==> src/core/i2cra_pkg.sv <==
// constants and state type for the serial register access slave
package i2cra_pkg;
    localparam int          SYS_CLK_HZ    = 125_000_000;
    localparam int          SCL_STD_HZ    = 100_000;
    localparam int          SCL_MAX_HZ    = 400_000;
    localparam int          SCL_HALF_CYC  = SYS_CLK_HZ / (2 * SCL_MAX_HZ);
    localparam int          SYNC_STAGES   = 2;
    localparam int          BYTE_W        = 8;
    localparam int          REG_COUNT     = 8;
    localparam int          PTR_W         = 3;
    localparam logic [3:0]  BITS_PER_BYTE = 4'h8;
    localparam logic [3:0]  DEV_ADDR_HI   = 4'hb;
    localparam logic [1:0]  DEV_ADDR_LO   = 2'h0;
    localparam logic [7:0]  REG_RESET     = 8'h00;
    localparam logic [2:0]  PTR_RESET     = 3'h0;

    typedef enum logic [2:0] {
        ST_IDLE,
        ST_ADDR,
        ST_ADDR_ACK,
        ST_RECV,
        ST_RECV_ACK,
        ST_RDATA,
        ST_MACK,
        ST_RACKED
    } i2cra_state_t;
endpackage

==> src/core/i2cra_line_if.sv <==
// line events passed from the pin front end to the protocol core
`timescale 1ns/1ps
interface i2cra_line_if;
    logic scl_rise;
    logic scl_fall;
    logic start;
    logic stop;
    logic sda;
    logic addr_bit;

    modport front (
        output scl_rise,
        output scl_fall,
        output start,
        output stop,
        output sda,
        output addr_bit
    );
    modport core (
        input scl_rise,
        input scl_fall,
        input start,
        input stop,
        input sda,
        input addr_bit
    );
endinterface

==> src/core/i2cra_front.sv <==
// pin synchronisers and bus condition detector
`timescale 1ns/1ps
module i2cra_front
    import i2cra_pkg::*;
(
    input  wire logic CLK_SYS,
    input  wire logic RST,
    input  wire logic scl_pin,
    input  wire logic sda_pin,
    input  wire logic addr_pin,
    i2cra_line_if.front ln
);
    logic [1:0] scl_sync;
    logic [1:0] sda_sync;
    logic [1:0] addr_sync;
    logic       scl_d;
    logic       sda_d;

    // two flops per pin; 125 MHz oversamples a 400 kHz clock widely
    always_ff @(posedge CLK_SYS) begin
        if (RST) begin
            scl_sync  <= 2'h3;
            sda_sync  <= 2'h3;
            addr_sync <= 2'h0;
        end else begin
            scl_sync  <= {scl_sync[0], scl_pin};
            sda_sync  <= {sda_sync[0], sda_pin};
            addr_sync <= {addr_sync[0], addr_pin};
        end
    end

    always_ff @(posedge CLK_SYS) begin
        if (RST) begin
            scl_d <= 1'b1;
            sda_d <= 1'b1;
        end else begin
            scl_d <= scl_sync[1];
            sda_d <= sda_sync[1];
        end
    end

    assign ln.scl_rise = scl_sync[1] & ~scl_d;
    assign ln.scl_fall = ~scl_sync[1] & scl_d;
    assign ln.start    = scl_sync[1] & scl_d & sda_d & ~sda_sync[1];
    assign ln.stop     = scl_sync[1] & scl_d & ~sda_d & sda_sync[1];
    assign ln.sda      = sda_sync[1];
    assign ln.addr_bit = addr_sync[1];
endmodule // i2cra_front

==> src/core/i2cra_slave.sv <==
// two-wire slave giving access to eight byte-wide registers
`timescale 1ns/1ps
module i2cra_slave
    import i2cra_pkg::*;
(
    input  wire logic                          CLK_SYS,
    input  wire logic                          RST,
    input  wire logic                          SCL_IN,
    input  wire logic                          SDA_IN,
    output logic                               SDA_OUT,
    output logic                               SDA_OE,
    input  wire logic                          ADDR_SEL,
    output logic [REG_COUNT-1:0][BYTE_W-1:0]   REG_DATA
);
    i2cra_line_if ln ();

    i2cra_state_t                        state;
    logic [3:0]                          cnt;
    logic [BYTE_W-1:0]                   shift;
    logic [BYTE_W-1:0]                   tx;
    logic                                rw;
    logic                                have_ptr;
    logic [PTR_W-1:0]                    ptr;
    logic [REG_COUNT-1:0][BYTE_W-1:0]    regs;
    logic                                rise_ok;
    logic                                fall_ok;
    logic                                done;
    logic                                addr_hit;
    logic                                ptr_load;
    logic                                wr_en;
    logic                                ptr_inc;

    i2cra_front u_front (
        .CLK_SYS  (CLK_SYS),
        .RST      (RST),
        .scl_pin  (SCL_IN),
        .sda_pin  (SDA_IN),
        .addr_pin (ADDR_SEL),
        .ln       (ln.front)
    );

    always_comb begin
        rise_ok  = ln.scl_rise & ~ln.start & ~ln.stop;
        fall_ok  = ln.scl_fall & ~ln.start & ~ln.stop;
        done     = fall_ok & (cnt == BITS_PER_BYTE);
        addr_hit = shift[7:1] == {DEV_ADDR_HI, ln.addr_bit, DEV_ADDR_LO};
        ptr_load = (state == ST_RECV) & done & ~have_ptr;
        wr_en    = (state == ST_RECV) & done & have_ptr;
        ptr_inc  = wr_en | ((state == ST_RDATA) & done);
    end

    // protocol sequencing
    always_ff @(posedge CLK_SYS) begin
        if (RST) begin
            state    <= ST_IDLE;
            cnt      <= 4'h0;
            shift    <= 8'h00;
            tx       <= 8'h00;
            rw       <= 1'b0;
            have_ptr <= 1'b0;
        end else if (ln.start) begin
            state    <= ST_ADDR;
            cnt      <= 4'h0;
            have_ptr <= 1'b0;
        end else if (ln.stop) begin
            state <= ST_IDLE;
        end else begin
            case (state)
                ST_IDLE: begin
                    cnt <= 4'h0;
                end
                ST_ADDR: begin
                    if (rise_ok) begin
                        shift <= {shift[6:0], ln.sda};
                        cnt   <= cnt + 4'h1;
                    end
                    if (done) begin
                        rw    <= shift[0];
                        state <= addr_hit ? ST_ADDR_ACK : ST_IDLE;
                    end
                end
                ST_ADDR_ACK: begin
                    if (fall_ok) begin
                        cnt <= 4'h0;
                        if (rw) begin
                            tx    <= regs[ptr];
                            state <= ST_RDATA;
                        end else begin
                            state <= ST_RECV;
                        end
                    end
                end
                ST_RECV: begin
                    if (rise_ok) begin
                        shift <= {shift[6:0], ln.sda};
                        cnt   <= cnt + 4'h1;
                    end
                    if (done) begin
                        have_ptr <= 1'b1;
                        state    <= ST_RECV_ACK;
                    end
                end
                ST_RECV_ACK: begin
                    if (fall_ok) begin
                        cnt   <= 4'h0;
                        state <= ST_RECV;
                    end
                end
                ST_RDATA: begin
                    if (rise_ok) begin
                        cnt <= cnt + 4'h1;
                    end
                    if (done) begin
                        state <= ST_MACK;
                    end else if (fall_ok) begin
                        tx <= {tx[6:0], 1'b0};
                    end
                end
                ST_MACK: begin
                    if (rise_ok) begin
                        state <= ln.sda ? ST_IDLE : ST_RACKED;
                    end
                end
                ST_RACKED: begin
                    if (fall_ok) begin
                        tx    <= regs[ptr];
                        cnt   <= 4'h0;
                        state <= ST_RDATA;
                    end
                end
                default: begin
                    state <= ST_IDLE;
                end
            endcase
        end
    end

    // data line drive, low only while enabled
    always_ff @(posedge CLK_SYS) begin
        if (RST) begin
            SDA_OE  <= 1'b0;
            SDA_OUT <= 1'b0;
        end else if (ln.start | ln.stop) begin
            SDA_OE <= 1'b0;
        end else if (state == ST_ADDR && done) begin
            SDA_OE <= addr_hit;
        end else if (state == ST_ADDR_ACK && fall_ok) begin
            SDA_OE <= rw & ~regs[ptr][7];
        end else if (state == ST_RECV && done) begin
            SDA_OE <= 1'b1;
        end else if (state == ST_RECV_ACK && fall_ok) begin
            SDA_OE <= 1'b0;
        end else if (state == ST_RDATA && done) begin
            SDA_OE <= 1'b0;
        end else if (state == ST_RDATA && fall_ok) begin
            SDA_OE <= ~tx[6];
        end else if (state == ST_RACKED && fall_ok) begin
            SDA_OE <= ~regs[ptr][7];
        end
    end

    // register pointer, kept across repeated start
    always_ff @(posedge CLK_SYS) begin
        if (RST) begin
            ptr <= PTR_RESET;
        end else if (ptr_load) begin
            ptr <= shift[PTR_W-1:0];
        end else if (ptr_inc) begin
            ptr <= ptr + 3'h1;
        end
    end

    // register bank, written only by a whole byte
    always_ff @(posedge CLK_SYS) begin
        if (RST) begin
            regs <= {REG_COUNT{REG_RESET}};
        end else if (wr_en) begin
            regs[ptr] <= shift;
        end
    end

    assign REG_DATA = regs;

    a_addr_ack_hit: assert property (
        @(posedge CLK_SYS) disable iff (RST)
        (state == ST_ADDR && done && addr_hit) |=> SDA_OE ##0
        (state == ST_ADDR_ACK))
        else $error("matched address not acknowledged");

    a_addr_miss: assert property (
        @(posedge CLK_SYS) disable iff (RST)
        (state == ST_ADDR && done && !addr_hit) |=> !SDA_OE &&
        state == ST_IDLE)
        else $error("foreign address answered");

    a_sel_bit_used: assert property (
        @(posedge CLK_SYS) disable iff (RST)
        (state == ST_ADDR && done && shift[3] != ln.addr_bit) |=> !SDA_OE)
        else $error("select pin bit ignored");

    a_ptr_load: assert property (
        @(posedge CLK_SYS) disable iff (RST)
        ptr_load |=> ptr == $past(shift[2:0]))
        else $error("pointer not loaded from first byte");

    a_byte_ack: assert property (
        @(posedge CLK_SYS) disable iff (RST)
        (state == ST_RECV && done) |=> SDA_OE throughout
        (state == ST_RECV_ACK)[*1])
        else $error("received byte not acknowledged");

    a_write_store: assert property (
        @(posedge CLK_SYS) disable iff (RST)
        wr_en |=> regs[$past(ptr)] == $past(shift) && ptr == $past(ptr) + 3'h1)
        else $error("write byte not stored or pointer not advanced");

    a_abort_hold: assert property (
        @(posedge CLK_SYS) disable iff (RST)
        !wr_en |=> regs == $past(regs))
        else $error("register changed without a whole byte");

    a_restart_ptr: assert property (
        @(posedge CLK_SYS) disable iff (RST)
        ln.start |=> ptr == $past(ptr) && state == ST_ADDR)
        else $error("pointer lost at repeated start");

    a_read_first: assert property (
        @(posedge CLK_SYS) disable iff (RST)
        (state == ST_ADDR_ACK && fall_ok && rw) |=> tx == $past(regs[ptr]) &&
        SDA_OE == !$past(regs[ptr][7]))
        else $error("read byte not presented");

    a_read_inc: assert property (
        @(posedge CLK_SYS) disable iff (RST)
        (state == ST_RDATA && done) |=> ptr == $past(ptr) + 3'h1 && !SDA_OE)
        else $error("read pointer step wrong");

    a_nack_release: assert property (
        @(posedge CLK_SYS) disable iff (RST)
        (state == ST_MACK && rise_ok && ln.sda) |=> !SDA_OE [*2])
        else $error("line held after master nack");
endmodule // i2cra_slave

==> config.mk <==
export PLATFORM = sky130hd
export DESIGN_NAME = i2cra_slave
export DESIGN_NICKNAME = d
export VERILOG_FILES = /design/src/core/i2cra_pkg.sv /design/src/core/i2cra_line_if.sv /design/src/core/i2cra_front.sv /design/src/core/i2cra_slave.sv
export SDC_FILE = /design/constraint.sdc
export NUM_CORES = 1
export LEC_CHECK = 0
export BUFFER_PORTS_ARGS = -buffer_cell sky130_fd_sc_hd__buf_2
export CAP_MARGIN = 20
export CORE_AREA = 2 2 125 175
export CTS_CLUSTER_SIZE = 25
export DETAILED_ROUTE_END_ITERATION = 8
export DIE_AREA = 0 0 127 177
export SYNTH_ARGS = -nofsm -noshare
export SYNTH_HDL_FRONTEND = slang
export SYNTH_SLANG_ARGS = --single-unit
==> constraint.sdc <==
create_clock -name CLK_SYS -period 2.52 [get_ports CLK_SYS]
set_input_delay 0.252 -clock CLK_SYS [delete_from_list [all_inputs] [get_ports CLK_SYS]]
set_output_delay 0.252 -clock CLK_SYS [all_outputs]
set_load 0.01 [all_outputs]
==> flow_metrics.env, run 1 <==
export IMPL_hold_class="input pin to flip-flop"
export IMPL_cts_buffer_depth=2
export IMPL_switching_share_pct=24.4
export IMPL_place_gp_congestion=0.865
export IMPL_p_sw_w=0.000749
export IMPL_period_share_pct=82.7
export IMPL_clock_latency_ps=350
export IMPL_start_util_pct=24.5
export IMPL_drv_slew=0
export IMPL_antenna_found_initial=0
export IMPL_area_growth_pct=14.0
export IMPL_grt_usage_pct=15.0
export IMPL_dieHeight_um=177
export IMPL_worst_pin_slew_ps=816
export IMPL_grt_pass1_vias=4510
export IMPL_rows=63
export IMPL_ys_seq_area_share_pct=39.0
export IMPL_path_buf_inv=0
export IMPL_n_fill_cell=2269
export IMPL_fmax_ghz=0.480
export IMPL_start_kind="flip-flop"
export IMPL_max_cap_violations=0
export IMPL_cts_sinks=100
export IMPL_cpLargestDelayFamily="simple AND/OR/NAND/NOR gates"
export IMPL_fin_crit_ps=2080
export IMPL_core_area_um2=21000
export IMPL_die_w_um=127
export IMPL_critical_path_arrival_ps=2310
export IMPL_p_comb_share_pct=4.2
export IMPL_syn_inst=580
export IMPL_ys_flop_type="dfxtp_1"
export IMPL_final_common_cell="dfxtp_1"
export IMPL_fin_cells=885
export IMPL_fp_dieArea_um2=22500
export IMPL_wl_met3_um=998
export IMPL_wl_met2_um=8060
export IMPL_r2r_start="u_front.scl_sync[1]"
export IMPL_setup_viol=0
export IMPL_ant_nets=0
export IMPL_synth_warning_count=0
export IMPL_cts_tree="built"
export IMPL_num_antenna_cells=0
export IMPL_path_cells="nand3b_4 > or4_1 > o21ai_0 > a21oi_1"
export IMPL_routed_wl_um=16900
export IMPL_grt_ovfl_total=0
export IMPL_p_int_w=0.00232
export IMPL_cts_root_buf="clkbuf_16"
export IMPL_hold_depth=2
export IMPL_clockPowerShare_pct=43.3
export IMPL_regArea_um2=2000
export IMPL_viasPerCell=5.36
export IMPL_hold_viol=0
export IMPL_placedCellCount=869
export IMPL_min_from="SCL_IN"
export IMPL_multi_input_area_um2=2720
export IMPL_async_reset_ff_share_pct=0
export IMPL_worst_path_max_fanout=16
export IMPL_drc=0
export IMPL_synth_seq_cells=100
export IMPL_ioPinCount=71
export IMPL_power_frac_seq_pct=52.4
export IMPL_vias=4741
export IMPL_htreeDepth=3
export IMPL_grt_setup_unrepaired="false"
export IMPL_wl_per_cell_um=19.1
export IMPL_fin_setup_tns_ps=0
export IMPL_hpwl_um=11700
export IMPL_status="completed"
export IMPL_postCtsSetupRepairBufs=0
export IMPL_grt_pass1_wl_um=26200
export IMPL_peakVddDrop_mv=0.240
export IMPL_syn_area_um2=5130
export IMPL_wl_met1_um=7220
export IMPL_rrSetupSlack_ps=440
export IMPL_holdBufCountCts=0
export IMPL_r2r_cells=4
export IMPL_crit_slowest_cell="or4_1"
export IMPL_clk_pin_slew_worst_paths_ps=70
export IMPL_slew_headroom_pct=45.1
export IMPL_p_leak_nw=2.23
export IMPL_dr_max_layer_used="met4"
export IMPL_firstDrtPassIters=5
export IMPL_drive_above_1_share_pct=21.8
export IMPL_synth_edf_count=0
export IMPL_postSynthAreaPerCell_um2=8.84
export IMPL_num_nets_final=628
export IMPL_crit_required_ps=2740
export IMPL_grt_max_degree=81
export IMPL_cts_buffers=9
export IMPL_drt_iter0_drc=404
export IMPL_synthDistinctLibCells=77
export IMPL_slowest_delay_ps=810
export IMPL_power_density_nw_per_um2=524
export IMPL_r2r_end="REG_DATA[54]"
export IMPL_min_to="u_front.scl_sync[0]"
export IMPL_cts_repair_resized=0
export IMPL_layout_common_cells="dfxtp_1 (99), buf_2 (69), a21oi_1 (57), nand3_1 (56), o21ai_0 (44)"
export IMPL_numPortBuffers=69
export IMPL_critPathKind="flip-flop to flip-flop"
export IMPL_end_kind="flip-flop"
export IMPL_fin_skew_ps=10.1
export IMPL_syn_nets=588
==> synthesized netlist by cell type, types with 7 or more instances <==
library cell  count  area [um^2]
clkbuf_1         24         90.1
mux2i_1          43          430
o22ai_1           7         43.8
buf_2            14         70.1
nand2b_1         13         81.3
or2_2             9         56.3
nand3_1          56          280
dfxtp_1         100         2000
o21ai_1          12         60.1
nand2_1          15         56.3
clkbuf_8          7         96.3
nor2_1           41          154
buf_4             7         52.6
a21oi_1          57          285
a211oi_1          7         52.6
o21ai_0          44          220
nor2b_1           8         50.1
==> per-layer routing <==
metal | GRT usage (%) | up-vias
li1 | - | 2208
met4 | 6.91 | 0
met2 | 24.3 | 195
met5 | 0 | -
met1 | 19.4 | 2301
met3 | 2.42 | 37
==> cell families (layout without fill, tap and decap cells) <==
kind of cell	after synthesis	after routing	synth area share, %
other cells	1	1	0.0731
xor+xnor	4	4	0.683
simple gates	183	183	20.3
fa+ha+maj	3	3	0.732
flops	100	100	39.0
buf+inv	66	111	8.05
compound gates	176	176	21.4
mux	47	47	9.78
==> sequential cells by signal, indices dropped and copies added (netlist names), 2 cells and up <==
signal / count
REG_DATA: 64
cnt: 4
ptr: 3
shift: 8
state: 3
tx: 7
u_front.addr_sync: 2
u_front.scl_sync: 2
u_front.sda_sync: 2
==> power by group through the flow <==
stage          sequential, W  clock, W  combinational, W
6_report             0.00161   0.00133          0.000130
5_1_grt              0.00161   0.00142          0.000141
3_5_place_dp         0.00164         0          0.000130
4_1_cts              0.00161   0.00134          0.000130
3_3_place_gp         0.00164         0          0.000129
2_1_floorplan        0.00163         0          0.000118
==> layout make-up <==
type | instances | area share, %
Tap cell | 260 | 5.56
Inverter | 7 | 0.492
Multi-Input combinational cell | 414 | 46.4
Timing Repair Buffer | 88 | 8.56
Clock inverter | 7 | 0.835
Sequential cell | 100 | 34.3
Clock buffer | 9 | 3.85
==> worst max path at each step <==
stage	start	end	cells past startpoint
after CTS	u_front.scl_sync[1]	REG_DATA[55]	4
after global routing	u_front.scl_sync[1]	REG_DATA[55]	4
after floorplan	cnt[0]	REG_DATA[38]	8
after detailed placement	u_front.scl_sync[1]	REG_DATA[32]	4
final	u_front.scl_sync[1]	REG_DATA[54]	4
after global placement	u_front.scl_sync[1]	REG_DATA[53]	4
==> metrics by stage <==
step                      setup WS [ps]  util (%)  total power (W)  cell area [um^2]  hold WS [ps]
after floorplan                     759         -          0.00175              5130           356
after global placement              472      26.6          0.00177              5570           395
after detailed placement            479      26.6          0.00177              5570           396
after CTS                           463      27.9          0.00308              5850          79.2
after global routing                269      27.9          0.00317              5850          84.8
final                               435      27.9          0.00306              5850          79.0
Note: power is estimated with default switching activity, not from simulation.
==> run 2, diff against run 1 <==
clock period = 2 ns   (was 2.52 ns; I/O delays follow)
==> run 2 against run 1 <==
Compared with the run above: register-to-register slack worse by 400 ps; sequential power is 25% higher; hold slack worse by 38 ps; cell count is 3.2% higher; core utilization is 1.4 points higher; critical path type unchanged; critical endpoint is now REG_DATA[58]; largest power group unchanged.
==> flow_metrics.env, run 2 (synthesis results as in run 1) <==
export IMPL_status="completed"
export IMPL_rrSetupSlack_ps=40
export IMPL_dieHeight_um=177
export IMPL_r2r_end="REG_DATA[58]"
export IMPL_fmax_ghz=0.509
export IMPL_rows=63
export IMPL_place_gp_congestion=0.872
export IMPL_crit_slowest_cell="or4_4"
export IMPL_setup_viol=0
export IMPL_num_antenna_cells=0
export IMPL_largest_reg_flops=64
export IMPL_final_common_cell="dfxtp_1"
export IMPL_drt_iter0_drc=314
export IMPL_fin_util_pct=29.3
export IMPL_grt_usage_pct=15.2
export IMPL_grt_setup_unrepaired="true"
export IMPL_vias=4811
export IMPL_drv_slew=0
export IMPL_ant_nets=0
export IMPL_min_from="SCL_IN"
export IMPL_num_nets_final=656
export IMPL_fin_skew_ps=16.4
export IMPL_multi_input_area_um2=2730
export IMPL_worst_path_max_fanout=16
export IMPL_viasPerCell=5.27
export IMPL_cts_buffers=9
export IMPL_critPathKind="flip-flop to flip-flop"
export IMPL_n_fill_cell=2271
export IMPL_path_cells="inv_1 > ha_2 > nand3b_1 > or4_4 > o21ai_0 > a21oi_1"
export IMPL_die_w_um=127
export IMPL_fp_dieArea_um2=22500
export IMPL_path_buf_inv=1
export IMPL_clock_latency_ps=360
export IMPL_hold_class="input pin to flip-flop"
export IMPL_r2r_start="cnt[0]"
export IMPL_fin_crit_ps=1960
export IMPL_drive_above_1_share_pct=26.0
export IMPL_slew_headroom_pct=59.2
export IMPL_ioPinCount=71
export IMPL_power_density_nw_per_um2=643
export IMPL_htreeDepth=3
export IMPL_min_to="u_front.scl_sync[0]"
export IMPL_antenna_found_initial=0
export IMPL_area_growth_pct=19.6
export IMPL_firstDrtPassIters=5
export IMPL_grt_pass1_vias=4640
export IMPL_hold_depth=2
export IMPL_dp_worst_setup_slack_ps=91.9
export IMPL_hpwl_um=12200
export IMPL_power_w=0.00394
export IMPL_slowest_delay_ps=710
export IMPL_fin_cells=913
export IMPL_peakVddDrop_mv=0.343
export IMPL_cts_tree="built"
export IMPL_drc=0
export IMPL_clk_pin_slew_worst_paths_ps=70
export IMPL_start_kind="flip-flop"
export IMPL_layout_setup_ws_ps=35.2
export IMPL_crit_required_ps=2230
export IMPL_critical_path_arrival_ps=2190
export IMPL_cpLargestDelayFamily="simple AND/OR/NAND/NOR gates"
export IMPL_period_share_pct=98.2
export IMPL_placedCellCount=894
export IMPL_core_area_um2=21000
export IMPL_r2r_cells=6
export IMPL_wl_per_cell_um=18.7
export IMPL_cts_sinks=100
export IMPL_worst_pin_slew_ps=611
export IMPL_grt_ovfl_total=0
export IMPL_start_util_pct=24.5
export IMPL_max_cap_violations=0
export IMPL_cts_buffer_depth=2
export IMPL_regArea_um2=2010
export IMPL_p_leak_nw=2.39
export IMPL_numPortBuffers=69
export IMPL_cts_root_buf="clkbuf_16"
export IMPL_routed_wl_um=17000
export IMPL_layout_common_cells="dfxtp_1 (97), buf_2 (69), a21oi_1 (57), nand3_1 (56), mux2i_1 (43)"
export IMPL_grt_max_degree=92
export IMPL_hold_viol=0
export IMPL_end_kind="flip-flop"
export IMPL_grt_pass1_wl_um=26600
run 2: worst max path at each step:
| stage | cells past startpoint | from | slack, ps | end |
|---|---|---|---|---|
| final | 6 | cnt[0] | 40 | REG_DATA[58] |
| after global routing | 6 | cnt[0] | -40 | REG_DATA[58] |
| after CTS | 7 | cnt[0] | 60 | REG_DATA[49] |
| after detailed placement | 6 | cnt[0] | 90 | REG_DATA[58] |
| after global placement | 7 | cnt[0] | 130 | REG_DATA[55] |
| after floorplan | 8 | cnt[0] | 240 | REG_DATA[38] |
run 2: stage by stage:
step	hold WS [ps]	setup TNS, ps	area [um^2]
after floorplan	304	0	5130
after global placement	396	0	5790
after detailed placement	394	0	5790
after CTS	42.6	0	6080
after global routing	39.9	-235	6140
final	41.3	0	6140
run 2: area by class of cell:
| type | instances | area share, % |
|---|---|---|
| Tap cell | 260 | 5.30 |
| Sequential cell | 100 | 32.7 |
| Clock inverter | 7 | 1.06 |
| Clock buffer | 9 | 3.67 |
| Timing Repair Buffer | 116 | 12.3 |
| Inverter | 7 | 0.469 |
| Multi-Input combinational cell | 414 | 44.5 |
run 2: power by group:
part	total [W]	internal, W	switching [W]
sequential	0.00202	0.00200	0.0000209
combinational	0.000184	0.0000814	0.000102
clock	0.00174	0.000876	0.000865
total	0.00394	0.00296	0.000989
run 2: routing by layer:
| layer | vias up | part of all wire (%) | track usage, % |
|---|---|---|---|
| met3 | 40 | 5.2 | 2.84 |
| met4 | 0 | 3.2 | 5.91 |
| li1 | 2265 | - | - |
| met2 | 181 | 50 | 26.5 |
| met5 | - | 0 | 0 |
| met1 | 2325 | 42 | 18.3 |
run 2: what timing repair did:
action,CTS,global route
setup endpoints to repair,0,35
hold endpoints to repair,0,0
resized for setup,0,12
buffers inserted,0,2
hold buffers,0,0
==> run 3, diff against run 2 <==
CORE_AREA = 2 2 120 168   (was 2 2 125 175)
DIE_AREA = 0 0 122 170   (was 0 0 127 177)
PLACE_DENSITY = 0.39   (was unset)
SYNTH_HIERARCHICAL = 1   (was unset)
==> run 3 against run 2 <==
Compared with the run above: fmax down 12%; clock power grew 17%; via count down 11%; power up 5.1%; flip-flop and latch count stayed put; setup slack got worse by 260 ps; die area fell by 7.7%; synthesized cell count down 8.4%; non-clock buffer count up 15; critical path depth is 1 higher; hold slack got worse by 10 ps; design area grew 1.8%; the run now ends with negative setup slack left.
==> flow_metrics.env, run 3 <==
export IMPL_status="finished with violations"
export IMPL_violations="negative setup slack"
export IMPL_ant_nets=0
export IMPL_switching_share_pct=20.8
export IMPL_cts_sinks=100
export IMPL_drt_iter0_drc=229
export IMPL_hold_class="input pin to flip-flop"
export IMPL_p_leak_nw=2.53
export IMPL_crit_slowest_cell="or3_4"
export IMPL_viasPerCell=4.83
export IMPL_critical_path_arrival_ps=2450
export IMPL_ys_seq_area_share_pct=42.4
export IMPL_drc=0
export IMPL_cts_buffer_depth=2
export IMPL_drive_above_1_share_pct=29.6
export IMPL_layout_setup_ws_ps=-228
export IMPL_start_kind="flip-flop"
export IMPL_synthTopCellsByArea="dfxtp_1 (42%), mux2i_1 (13%), nor2_1 (5.4%)"
export IMPL_fin_setup_tns_ps=-9260
export IMPL_routed_wl_um=16500
export IMPL_fin_crit_ps=2230
export IMPL_fin_util_pct=32.6
export IMPL_place_area_um2=5740
export IMPL_htreeDepth=3
export IMPL_grt_usage_pct=16.4
export IMPL_synthDistinctLibCells=61
export IMPL_synth_area_leader_cell="dfxtp_1"
export IMPL_start_util_pct=24.7
export IMPL_end_kind="flip-flop"
export IMPL_ioPinCount=71
export IMPL_hpwl_um=11900
export IMPL_core_area_um2=19100
export IMPL_clockPowerShare_pct=49.1
export IMPL_holdBufCountCts=0
export IMPL_syn_inst=531
export IMPL_fin_cells=886
export IMPL_die_w_um=122
export IMPL_postSynthAreaPerCell_um2=8.90
export IMPL_clock_latency_ps=350
export IMPL_area_growth_pct=32.3
export IMPL_cts_buffers=9
export IMPL_num_antenna_cells=0
export IMPL_final_common_cell="dfxtp_1"
export IMPL_grt_setup_unrepaired="true"
export IMPL_synth_common_cells="dfxtp_1 (100), nor2_1 (68), nand2_1 (67), mux2i_1 (61), a21oi_1 (39)"
export IMPL_drv_slew=0
export IMPL_worst_path_max_fanout=8
export IMPL_rows=60
export IMPL_syn_nets=539
export IMPL_dieHeight_um=170
export IMPL_crit_required_ps=2220
export IMPL_fp_dieArea_um2=20700
export IMPL_p_comb_share_pct=2.6
export IMPL_ys_flop_type="dfxtp_1"
export IMPL_synth_warning_count=6
export IMPL_vias=4275
export IMPL_power_density_nw_per_um2=664
export IMPL_synth_top_cell_area_share_pct=42.4
export IMPL_placedCellCount=868
export IMPL_grt_pass1_wl_um=25400
export IMPL_clk_pin_slew_worst_paths_ps=70
export IMPL_power_frac_seq_pct=48.3
export IMPL_synth_seq_cells=100
export IMPL_worst_pin_slew_ps=568
export IMPL_peakVddDrop_mv=0.302
export IMPL_syn_area_um2=4720
export IMPL_grt_ovfl_total=0
export IMPL_async_reset_ff_share_pct=0
export IMPL_postLayoutCellArea_um2=6250
export IMPL_numPortBuffers=69
export IMPL_p_int_w=0.00329
export IMPL_setup_viol=65
export IMPL_path_cells="and4b_1 > or3b_4 > or3_4 > nor3_4 > buf_12 > mux2i_1 > nor2_1"
export IMPL_synth_edf_count=0
export IMPL_num_nets_final=642
export IMPL_place_gp_congestion=0.802
export IMPL_period_share_pct=111
export IMPL_slew_headroom_pct=62.1
export IMPL_cts_tree="built"
export IMPL_wl_per_cell_um=18.6
export IMPL_largest_reg_flops=64
export IMPL_layout_common_cells="dfxtp_1 (97), buf_2 (69), nor2_1 (68), nand2_1 (61), mux2i_1 (60)"
export IMPL_grt_max_degree=99
export IMPL_cts_root_buf="clkbuf_16"
export IMPL_critPathKind="flip-flop to flip-flop"
export IMPL_grt_pass1_vias=4329
export IMPL_fin_skew_ps=9.32
export IMPL_p_sw_w=0.000862
export IMPL_fmax_ghz=0.449
export IMPL_antenna_found_initial=0
export IMPL_hold_viol=0
export IMPL_post_synth_top_count_cell="dfxtp_1"
export IMPL_max_cap_violations=0
export IMPL_firstDrtPassIters=4
export IMPL_slowest_delay_ps=450
## run 3: changes by cell type in the layout (fill, tap and decap cells not counted), sizes merged, moves of 9 or more
cell    delta
a21oi     -18
o21ai     -48
nor3      +13
a221o     -11
buf       +15
nand3     -44
mux2i     +18
nand2     +52
nor2      +27
nand2b     -9
## run 3: worst max-delay path: cells and delay by family (launching register included)
| family | cells | cell delay [ps] |
|---|---|---|
| AND/OR/NAND/NOR | 5 | 1370 |
| multiplexers | 1 | 200 |
| flip-flops | 1 | 350 |
| buffers and inverters | 1 | 170 |
## run 3: final cells by class
| type | instances | area (um^2) |
|---|---|---|
| Fill cell | 2031 | 12900 |
| Clock buffer | 11 | 243 |
| Inverter | 7 | 26.3 |
| Sequential cell | 100 | 2010 |
| Multi-Input combinational cell | 385 | 2650 |
| Clock inverter | 4 | 97.6 |
| Tap cell | 248 | 310 |
| Timing Repair Buffer | 131 | 916 |
## run 3: routing by layer
layer | part of all wire [%] | routed length (um) | global-route usage (%) | vias to the layer above
met5 | 0 | 0 | 0 | -
met4 | 2.9 | 472 | 6.85 | 0
met3 | 3.5 | 580 | 2.82 | 27
met2 | 52 | 8560 | 28.7 | 82
met1 | 42 | 6850 | 19.5 | 2083
li1 | - | - | - | 2083
## run 3: power groups by stage
stage / combinational (W) / sequential (W) / clock, W
floorplan: 0.0000613 / 0.00205 / 0
global placement: 0.0000986 / 0.00205 / 0
detailed placement: 0.0000982 / 0.00205 / 0
CTS: 0.000102 / 0.00200 / 0.00209
global route: 0.000117 / 0.00200 / 0.00216
finish: 0.000107 / 0.00200 / 0.00204
## run 3: logic make-up (layout without fill, tap and decap cells)
group	Yosys count	after routing	share of synthesized area [%]
DFF	100	100	42.4
adders and majority gates	3	3	0.795
other	1	1	0.0794
and+or+nand+nor	215	215	22.8
buffers and inverters	46	153	3.92
AOI/OAI and AO/OA	91	91	12.5
xor gates and xnor gates	3	3	0.556
muxes	72	72	17.0
## run 3: path summary, 6_finish.rpt
check                 startpoint             endpoint  slack, ps  cells after the start
max reg2reg  u_front/sda_sync[1]         REG_DATA[14]       -230                      7
min reg2reg  u_front/sda_sync[0]  u_front/sda_sync[1]        430                      1
min                       SDA_IN  u_front/sda_sync[0]         30                      2
max          u_front/sda_sync[1]         REG_DATA[14]       -230                      7
## run 3: stage by stage
stage | power (W) | setup slack (ps) | hold slack [ps]
2_1_floorplan | 0.00211 | -413 | 272
5_1_grt | 0.00428 | -307 | 26.8
3_5_place_dp | 0.00215 | -300 | 390
6_report | 0.00415 | -228 | 30.9
4_1_cts | 0.00419 | -242 | 21.9
3_3_place_gp | 0.00215 | -252 | 392
## run 3: timing repair
action                     in CTS  in global routing
resized for setup              22                 15
gates cloned                    0                  1
buffers inserted                1                  3
setup endpoints to repair      71                 75
pin swaps                      17                  7
